**src/ps_cfg_pkg.sv**
```systemverilog
// package for the passive serial configuration port
// assumes a 200 MHz core clock; no registers reachable by software
package ps_cfg_pkg;

    // power-on-reset delay, in microseconds, and cycles derived from it
    localparam int unsigned POR_DELAY_US     = 100;
    localparam int unsigned CLK_MHZ          = 200;
    localparam int unsigned POR_CYCLES       = POR_DELAY_US * CLK_MHZ;
    localparam int unsigned POR_CNT_W        = 16;

    // bitstream layout
    localparam int unsigned STREAM_BITS      = 64;
    localparam int unsigned BIT_CNT_W        = 8;
    localparam logic [7:0]  STREAM_LAST      = 8'h3f;
    localparam int unsigned OPT_INIT_DONE_EN = 8;
    localparam int unsigned OPT_DATA_USER_EN = 9;
    localparam int unsigned OPT_DATA_USER_OE = 10;
    localparam int unsigned CRC_LO           = 56;
    localparam logic [7:0]  CRC_SEED         = 8'h00;
    localparam int unsigned INIT_EDGES       = 2;
    localparam logic [1:0]  INIT_LAST        = 2'h1;

    typedef enum logic [2:0] {
        ST_POR    = 3'b000,
        ST_CLEAR  = 3'b001,
        ST_LOAD   = 3'b011,
        ST_INIT   = 3'b010,
        ST_USER   = 3'b110,
        ST_ERROR  = 3'b111
    } cfg_state_e;

    typedef struct packed {
        logic status_n_oe;
        logic complete_oe;
        logic init_done_o;
        logic init_done_oe;
        logic data_o;
        logic data_oe;
        logic user_mode;
    } cfg_pins_s;

    typedef struct packed {
        logic rise;
        logic fall;
        logic data;
        logic req_n;
    } link_sample_s;

endpackage : ps_cfg_pkg

```
**src/ps_cfg_port.sv**
```systemverilog
// passive serial configuration port: loader state machine and pin drivers
// assumes an external host driving clock, data and request pins
`timescale 1ns/1ps
`default_nettype none
// Contract
// - in user mode the request, status and completion lines stay high, and a low request starts reconfiguration.
// - after power-up the status line is driven low for the whole power-on-reset delay.
// - the completion line is held low after power-up, before and during configuration.
// - the host sends the whole bitstream and completion is released only after error-free reception.
// - after completion goes high two more falling clock edges start initialization and user mode.
// - when the loaded option enables it, the initialization-done output goes low once that bit is loaded.
// - after configuration the data pin becomes a user pin governed by the loaded dual-purpose setting.
module ps_cfg_port #(
    parameter int unsigned POR_CYCLES = ps_cfg_pkg::POR_CYCLES
) (
    // clock and reset
    input  wire logic clk,
    input  wire logic rst,
    // link from host
    input  wire logic serial_config_clock,
    input  wire logic serial_config_data,
    input  wire logic config_request_n,
    // open-drain status and completion (enable high pulls low)
    output var  logic config_status_n_o,
    output var  logic config_status_n_oe,
    output var  logic config_complete_o,
    output var  logic config_complete_oe,
    // initialization-done pin
    output var  logic init_done_o,
    output var  logic init_done_oe,
    // data pin in user mode
    output var  logic user_data_o,
    output var  logic user_data_oe,
    // user data in, and state
    output var  logic user_data_i,
    output var  logic user_mode
);
    typedef struct packed {
        ps_cfg_pkg::cfg_state_e  state;
        logic [ps_cfg_pkg::POR_CNT_W-1:0] por_cnt;
        logic [ps_cfg_pkg::BIT_CNT_W-1:0] bit_cnt;
        logic [ps_cfg_pkg::STREAM_BITS-1:0] stream;
        logic [7:0]              crc;
        logic [1:0]              init_cnt;
        ps_cfg_pkg::cfg_pins_s   pins;
        logic                    user_in;
    } port_s;

    port_s                    st_r;
    port_s                    st_nxt;
    ps_cfg_pkg::link_sample_s smp;
    logic [7:0]               crc_bit;

    ps_link_sync u_sync (
        .clk                 (clk),
        .rst                 (rst),
        .serial_config_clock (serial_config_clock),
        .serial_config_data  (serial_config_data),
        .config_request_n    (config_request_n),
        .smp                 (smp)
    );

    // running check over the payload, one bit at a time
    always_comb begin
        crc_bit = {st_r.crc[6:0], 1'b0} ^ ({8{st_r.crc[7] ^ smp.data}} & 8'h07);
    end

    always_comb begin
        st_nxt         = st_r;
        st_nxt.user_in = smp.data;
        unique case (st_r.state)
            ps_cfg_pkg::ST_POR: begin
                st_nxt.pins.status_n_oe = 1'b1;
                st_nxt.pins.complete_oe = 1'b1;
                if (32'(st_r.por_cnt) >= POR_CYCLES - 1) begin
                    st_nxt.state = ps_cfg_pkg::ST_CLEAR;
                end else begin
                    st_nxt.por_cnt = st_r.por_cnt + 16'h0001;
                end
            end
            ps_cfg_pkg::ST_CLEAR: begin
                st_nxt.bit_cnt  = 8'h00;
                st_nxt.crc      = ps_cfg_pkg::CRC_SEED;
                st_nxt.init_cnt = 2'h0;
                st_nxt.stream   = '0;
                st_nxt.pins     = '{status_n_oe: 1'b1, complete_oe: 1'b1, init_done_o: 1'b0,
                                    init_done_oe: 1'b0, data_o: 1'b0, data_oe: 1'b0, user_mode: 1'b0};
                if (smp.req_n) begin
                    st_nxt.pins.status_n_oe = 1'b0;
                    st_nxt.state            = ps_cfg_pkg::ST_LOAD;
                end
            end
            ps_cfg_pkg::ST_LOAD: begin
                st_nxt.pins.complete_oe = 1'b1;
                if (smp.rise) begin
                    st_nxt.stream  = {smp.data, st_r.stream[ps_cfg_pkg::STREAM_BITS-1:1]};
                    st_nxt.bit_cnt = st_r.bit_cnt + 8'h01;
                    if (st_r.bit_cnt < 8'(ps_cfg_pkg::CRC_LO)) begin
                        st_nxt.crc = crc_bit;
                    end
                    if (st_r.bit_cnt == 8'(ps_cfg_pkg::OPT_INIT_DONE_EN) && smp.data) begin
                        st_nxt.pins.init_done_oe = 1'b1;
                        st_nxt.pins.init_done_o  = 1'b0;
                    end
                    if (st_r.bit_cnt == ps_cfg_pkg::STREAM_LAST) begin
                        if ({smp.data, st_r.stream[ps_cfg_pkg::STREAM_BITS-1:ps_cfg_pkg::CRC_LO+1]} == st_r.crc) begin
                            st_nxt.pins.complete_oe = 1'b0;
                            st_nxt.state            = ps_cfg_pkg::ST_INIT;
                        end else begin
                            st_nxt.pins.status_n_oe = 1'b1;
                            st_nxt.state            = ps_cfg_pkg::ST_ERROR;
                        end
                    end
                end
            end
            ps_cfg_pkg::ST_INIT: begin
                if (smp.fall) begin
                    st_nxt.init_cnt = st_r.init_cnt + 2'h1;
                    if (st_r.init_cnt == ps_cfg_pkg::INIT_LAST) begin
                        st_nxt.state          = ps_cfg_pkg::ST_USER;
                        st_nxt.pins.user_mode = 1'b1;
                        st_nxt.pins.init_done_o = 1'b1;
                        st_nxt.pins.data_oe = st_r.stream[ps_cfg_pkg::OPT_DATA_USER_EN] &
                                              st_r.stream[ps_cfg_pkg::OPT_DATA_USER_OE];
                    end
                end
            end
            ps_cfg_pkg::ST_USER: begin
                st_nxt.pins.data_o = 1'b0;
                st_nxt.pins.status_n_oe = 1'b0;
                st_nxt.pins.complete_oe = 1'b0;
            end
            ps_cfg_pkg::ST_ERROR: begin
                st_nxt.pins.status_n_oe = 1'b1;
                st_nxt.pins.complete_oe = 1'b1;
            end
            default: begin
                st_nxt.state = ps_cfg_pkg::ST_CLEAR;
            end
        endcase
        // a low request restarts from any state after power-up
        if (!smp.req_n && st_r.state != ps_cfg_pkg::ST_POR) begin
            st_nxt.state = ps_cfg_pkg::ST_CLEAR;
            st_nxt.pins  = '{status_n_oe: 1'b1, complete_oe: 1'b1, init_done_o: 1'b0,
                             init_done_oe: 1'b0, data_o: 1'b0, data_oe: 1'b0, user_mode: 1'b0};
        end
    end

    always_ff @(posedge clk or posedge rst) begin
        if (rst) begin
            st_r <= '{state: ps_cfg_pkg::ST_POR, por_cnt: 16'h0000, bit_cnt: 8'h00,
                      stream: '0, crc: 8'h00, init_cnt: 2'h0,
                      pins: '{status_n_oe: 1'b1, complete_oe: 1'b1, init_done_o: 1'b0,
                              init_done_oe: 1'b0, data_o: 1'b0, data_oe: 1'b0, user_mode: 1'b0},
                      user_in: 1'b0};
        end else begin
            st_r <= st_nxt;
        end
    end

    assign config_status_n_o  = 1'b0;
    assign config_complete_o  = 1'b0;
    assign config_status_n_oe = st_r.pins.status_n_oe;
    assign config_complete_oe = st_r.pins.complete_oe;
    assign init_done_o        = st_r.pins.init_done_o;
    assign init_done_oe       = st_r.pins.init_done_oe;
    assign user_data_o        = st_r.pins.data_o;
    assign user_data_oe       = st_r.pins.data_oe;
    assign user_data_i        = st_r.user_in;
    assign user_mode          = st_r.pins.user_mode;
endmodule : ps_cfg_port
`default_nettype wire

```
**src/ps_link_sync.sv**
```systemverilog
// synchroniser and edge finder for the link pins
// assumes clock, data and request pins are asynchronous to clk
`timescale 1ns/1ps
`default_nettype none
module ps_link_sync (
    // clock and reset
    input  wire logic                     clk,
    input  wire logic                     rst,
    // pins
    input  wire logic                     serial_config_clock,
    input  wire logic                     serial_config_data,
    input  wire logic                     config_request_n,
    // sampled view
    output var  ps_cfg_pkg::link_sample_s smp
);
    typedef struct packed {
        logic [1:0] clk_s;
        logic [1:0] dat_s;
        logic [1:0] req_s;
        logic       clk_d;
        ps_cfg_pkg::link_sample_s smp;
    } sync_s;

    sync_s st_r;
    sync_s st_nxt;

    always_comb begin
        st_nxt          = st_r;
        st_nxt.clk_s    = {st_r.clk_s[0], serial_config_clock};
        st_nxt.dat_s    = {st_r.dat_s[0], serial_config_data};
        st_nxt.req_s    = {st_r.req_s[0], config_request_n};
        st_nxt.clk_d    = st_r.clk_s[1];
        st_nxt.smp.rise = st_r.clk_s[1] & ~st_r.clk_d;
        st_nxt.smp.fall = ~st_r.clk_s[1] & st_r.clk_d;
        st_nxt.smp.data = st_r.dat_s[1];
        st_nxt.smp.req_n = st_r.req_s[1];
    end

    always_ff @(posedge clk or posedge rst) begin
        if (rst) begin
            st_r <= '{clk_s: 2'h0, dat_s: 2'h0, req_s: 2'h3, clk_d: 1'b0,
                      smp: '{rise: 1'b0, fall: 1'b0, data: 1'b0, req_n: 1'b1}};
        end else begin
            st_r <= st_nxt;
        end
    end

    assign smp = st_r.smp;
endmodule : ps_link_sync
`default_nettype wire

```
**config.mk**
```make
export PLATFORM = sky130hd
export DESIGN_NAME = ps_cfg_port
export DESIGN_NICKNAME = d
export VERILOG_FILES = /design/src/ps_cfg_pkg.sv /design/src/ps_cfg_port.sv /design/src/ps_link_sync.sv
export SDC_FILE = /design/constraint.sdc
export NUM_CORES = 1
export LEC_CHECK = 0
export ABC_AREA = 0
export BUFFER_PORTS_ARGS = -buffer_cell sky130_fd_sc_hd__buf_2
export CORE_UTILIZATION = 55
export DETAILED_ROUTE_END_ITERATION = 12
export PLACE_DENSITY_LB_ADDON = 0.12
export SKIP_LAST_GASP = 1
export SLEW_MARGIN = 5
export SYNTH_ARGS = -nofsm -noshare
export SYNTH_HDL_FRONTEND = slang
export SYNTH_SLANG_ARGS = --single-unit
```
**constraint.sdc**
```tcl
create_clock -name clk -period 3.5 [get_ports clk]
set_clock_uncertainty 0.05 [all_clocks]
set_input_delay 0.7 -clock clk [delete_from_list [all_inputs] [get_ports clk]]
set_output_delay 0.7 -clock clk [all_outputs]
set_load 0.05 [all_outputs]
```
# Word level (Yosys, flattened, before mapping)
# Cells that the tools add are included.
[word_totals]
reg_bits = 120
latch_bits = 0
mem_bits_rw = 0
mem_bits_ro = 0
input_bits = 5
output_inout_bits = 10
word_cells = 110
n_memories = 0
[classes]
n_addsub = 3
n_mul = 0
div = 0
n_lt_le_gt_ge = 2
n_eq_ne = 21
n_shift = 0
n_mux = 30
bitwise = 8
n_reduce_logical = 24
[op_table]
columns = ["cell", "count"]
rows = [
  ["80-bit case mux with 2 select lines", 1],
  ["80-bit 2-to-1 mux", 1],
  ["3-bit 2-to-1 mux", 8],
  ["16-bit by 1-bit adder with 16-bit output (second input constant)", 1],
  ["16-bit by 15-bit greater-or-equal comparator with 1-bit output (second input constant)", 1],
  ["3-bit != test (second input constant)", 5],
  ["3-bit case mux with 5 select lines", 1],
  ["2-bit 2-to-1 mux", 5],
  ["3-bit by 2-bit != test with 1-bit output (second input constant)", 3],
  ["3-bit AND reduction", 3],
  ["3-bit nonzero test", 3],
  ["8-bit by 1-bit adder with 8-bit output (second input constant)", 1],
  ["8-bit by 4-bit == test with 1-bit output (second input constant)", 1],
  ["8-bit by 6-bit == test with 1-bit output (second input constant)", 1],
  ["8-bit == test", 1],
  ["8-bit by 6-bit < comparator with 1-bit output (second input constant)", 1],
  ["8-bit 2-to-1 mux", 1],
  ["2-bit case mux with 2 select lines", 2],
  ["2-bit case mux with 4 select lines", 1],
  ["8-bit by 3-bit XOR with 8-bit output", 1],
  ["7-bit 2-to-1 mux", 1],
  ["7-bit AND reduction", 1],
  ["3-bit by 2-bit == test with 1-bit output (second input constant)", 2],
  ["3-bit == test (second input constant)", 2],
  ["other kinds (22)", 40],
]

# Logic depth before layout (Yosys ltp)
[logic_depth]
word_depth = 6
mapped_depth = 7
ltp_nobuf = 7

# Hierarchy
# From an unflattened synthesis, not the netlist that was laid out.
[unflattened]
hier_cells = 481
hier_area_um2 = 4750.8
[by_module_without_submodules]
columns = ["mod", "instances", "cells_each", "area_per_inst_um2", "seq_area_each_um2"]
rows = [
  ["ps_cfg_port", 1, 463, 4423.0, 2479.9],
  ["ps_link_sync", 1, 18, 327.8, 279.0],
]

# Least setup slack after synthesis
# Ideal clock, no wire load.
[synth_timing]
kind = "reg2reg"
startpoint = "register st_r[108] (netlist name)"
endpoint = "register st_r[94] (netlist name)"
t_arrival_ns = 1.886
required_ns = 3.327
path_slack_ns = 1.441
path_stages_with_launch = 7
n_path_buf = 1
path_cell_list = "dfrtp_1 -> or4_1 -> a311o_1 -> a31oi_4 -> buf_6 -> nand4_4 -> xnor2_2"
[synth_via]
elab_chain_cells = 2
[synth_lines]
columns = ["item", "line", "rtl"]
rows = [
  ["start, declared", "ps_cfg_port.sv:49", "port_s st_r;"],
  ["start signal, assigned", "ps_cfg_port.sv:151", "st_r <= '{state: ps_cfg_pkg::ST_POR, por_cnt: 16'h0000, bit_cnt: 8'h00,"],
  ["start signal, assigned", "ps_cfg_port.sv:157", "st_r <= st_nxt;"],
  ["3-bit zero test", "ps_cfg_port.sv:71", "unique case (st_r.state)"],
  ["2-bit AND reduction (no source line)", "--", ""],
]
# No other way between the ends.
# A chain may end at the register's enable or synchronous reset.

# Worst setup path after layout
[layout_timing]
startpoint = "register st_r[108] (netlist name)"
endpoint = "register st_r[91] (netlist name)"
# Same word-level chain as after synthesis.

==> flow_summary.json <==
{
  "num_vias": 2752,
  "drive_above_1_share": 0.141,
  "ys.flop_type": "dfrtp_1",
  "min_path_cells": 0,
  "peakVddDrop_mv": 0.243,
  "cts_tree": "built",
  "startpoint_type": "register",
  "required_ns": 3.70,
  "endpoint_kind": "register",
  "swShare": 0.238,
  "cts-buffers-inserted": 9,
  "wire_per_inst_um": 15.5,
  "ant_nets": 0,
  "path_class": "register to register",
  "rows": 32,
  "final_util": 0.620,
  "dieHeight_um": 92.7,
  "max_stage_delay_ns": 0.55,
  "pwr-share-seq": 0.625,
  "yosysMostFrequentCell": "dfrtp_1",
  "grt_pass1_wl_um": 13200,
  "fin_cells": 477,
  "seq_area_frac_synth": 0.609,
  "slew_headroom": 0.509,
  "rr_worst_depth": 4,
  "holdPathEnd": "u_sync.st_nxt[4]",
  "io_pins": 15,
  "cap_viol_max_count": 0,
  "wl_um": 7420,
  "ys_types": 50,
  "track_usage": 0.195,
  "areaGrowthSynthToFinish_pct": 7.43,
  "postCtsSetupBuffers": 0,
  "worstPathArrival_ns": 2.70,
  "antenna_found_initial": 0,
  "cts_max_path_buffers": 2,
  "outcome": "completed",
  "dp.cells": 461,
  "setup_viol": 0,
  "syn_inst": 366,
  "place.gp.congestion": 0.860,
  "grt-ovfl-total": 0,
  "r2r-start": "st_r[108]",
  "coreArea_um2": 7850,
  "multiInputGateArea_um2": 1650,
  "rsz0062_at_grt": "no",
  "seqCellArea_um2": 2760,
  "whs_ns": 0.311,
  "p_comb_frac": 0.022,
  "grt_start_max_net_pins": 79,
  "yosys.area.top_type": "dfrtp_1",
  "p_int_w": 0.00157,
  "crit_chain": "or4_1 -> a311o_1 -> a31oi_4 -> mux2_1",
  "dieArea_um2": 8600,
  "path_max_fanout": 16,
  "grt_pass1_vias": 2724,
  "synth-edff-count": 0,
  "p_leak_nw": 2.27,
  "antenna_cells": 0,
  "cts_resized": 0,
  "fp.dieW_um": 92.7,
  "cts_hold_buf": 0,
  "clkPwrFrac": 0.353,
  "synthArstFlopShare": 1.00,
  "syn_area_um2": 4530,
  "drv_slew": 0,
  "holdCritStartpoint": "u_sync.st_nxt[10]",
  "syn_avg_cell_area_um2": 12.4,
  "p_switching_w": 0.000490,
  "fillers": 631,
  "min_path_type": "register to register",
  "clk_latency_ns": 0.37,
  "timing.rr.end": "st_r[91]",
  "yosys_warnings": 0,
  "first_pass_iters": 4,
  "synth.top_cells.by_area": "dfrtp_1 (58%), a22o_1 (12%), xnor2_1 (3.5%)",
  "clkSinkCount": 110,
  "period_share": 0.713,
  "start_util": 0.577,
  "clk_pin_slew_ns": 0.10,
  "synth_top_area_frac": 0.580,
  "tightestPinTransition_ns": 0.733,
  "setup_tns_ns": 0,
  "htreeDepth": 3,
  "slowest_stage": "or4_1",
  "rrSetupSlack_ns": 1.00,
  "yosys-top-cells-count": "dfrtp_1 (105), a22o_1 (62), nor2_1 (20)",
  "final.min_clock_period_ns": 2.50,
  "first_iter_violations": 129,
  "hold_viol_final": 0,
  "vias_per_cell": 5.77,
  "cts_root_buffer": "clkbuf_8",
  "synth_seq_cells": 110,
  "io_buffers": 11,
  "dp_hpwl_um": 4780,
  "cellPowerDensity_nw_per_um2": 422,
  "layout.nets": 379,
  "drc": 0,
  "max_freq_ghz": 0.401
}
state kept, by name, summed over array words and instances, names as in the netlist:
| signal | flops |
|---|---|
| config_complete_oe | 1 |
| config_status_n_oe | 1 |
| init_done_o | 1 |
| init_done_oe | 1 |
| st_r | 92 |
| u_sync.smp | 4 |
| u_sync.st_nxt | 6 |
| u_sync.st_r | 1 |
| user_data_i | 1 |
| user_data_oe | 1 |
| user_mode | 1 |
cells by family after synthesis:
family          synth area share
fa+ha+maj                 0.0111
simple gates               0.107
flops                      0.609
xor+xnor                  0.0558
buf+inv                   0.0318
mux                      0.00994
compound gates             0.175
other cells             0.000828
cell usage in the layout (no fill, tap or decap), drive strengths merged, types with 7 or more instances in the layout:
cell type / count
a21oi: 12
a22o: 62
and3: 7
buf: 15
clkbuf: 10
dfrtp: 105
inv: 13
nand2: 15
nand3: 14
nand4: 7
nor2: 20
o21ai: 9
xnor2: 19
xor2: 9
power groups by stage:
stage	logic [W]	registers [W]	clock network, W
after CTS	0.0000473	0.00128	0.000747
after floorplan	0.0000343	0.00131	0
after global routing	0.0000523	0.00129	0.000795
final	0.0000454	0.00128	0.000725
after global placement	0.0000467	0.00131	0
after detailed placement	0.0000474	0.00131	0
critical path: cells and delay by family (launching register included):
| family | cells | cell delay [ns] |
|---|---|---|
| mux | 1 | 0.39 |
| flops | 1 | 0.53 |
| compound gates | 2 | 0.87 |
| simple gates | 1 | 0.55 |
per-stage QoR:
| stage | setup WS [ns] | power [W] | area, um2 |
|---|---|---|---|
| after detailed placement | 1.03 | 0.00136 | 4680 |
| after CTS | 1.02 | 0.00208 | 4870 |
| after global routing | 0.876 | 0.00213 | 4870 |
| after floorplan | 1.42 | 0.00134 | 4540 |
| final | 1.00 | 0.00205 | 4870 |
| after global placement | 1.09 | 0.00136 | 4680 |
layer usage:
metal	vias up	wire (um)	global-route usage
met5	-	0	0
met4	0	104	0.0628
met3	9	215	0.0476
met2	43	3250	0.289
met1	1372	3840	0.285
li1	1328	-	-
how the worst max path moves through the flow:
stage,start,to,slack (ns)
after global routing,st_r[108],st_r[98],0.88
after CTS,st_r[106],st_r[91],1.02
after floorplan,rst,init_done_o,1.42
after global placement,st_r[106],st_r[91],1.09
final,st_r[108],st_r[91],1.00
after detailed placement,st_r[106],st_r[91],1.03
area by class of cell:
cell class	instances	share of cell area
clock buffer	10	0.0262
clock inverter	6	0.0118
inverter	9	0.00771
multi-input combinational	225	0.338
sequential	110	0.567
tap	102	0.0262
timing repair buffer	15	0.0226
Note: power is estimated with default switching activity, not from simulation.
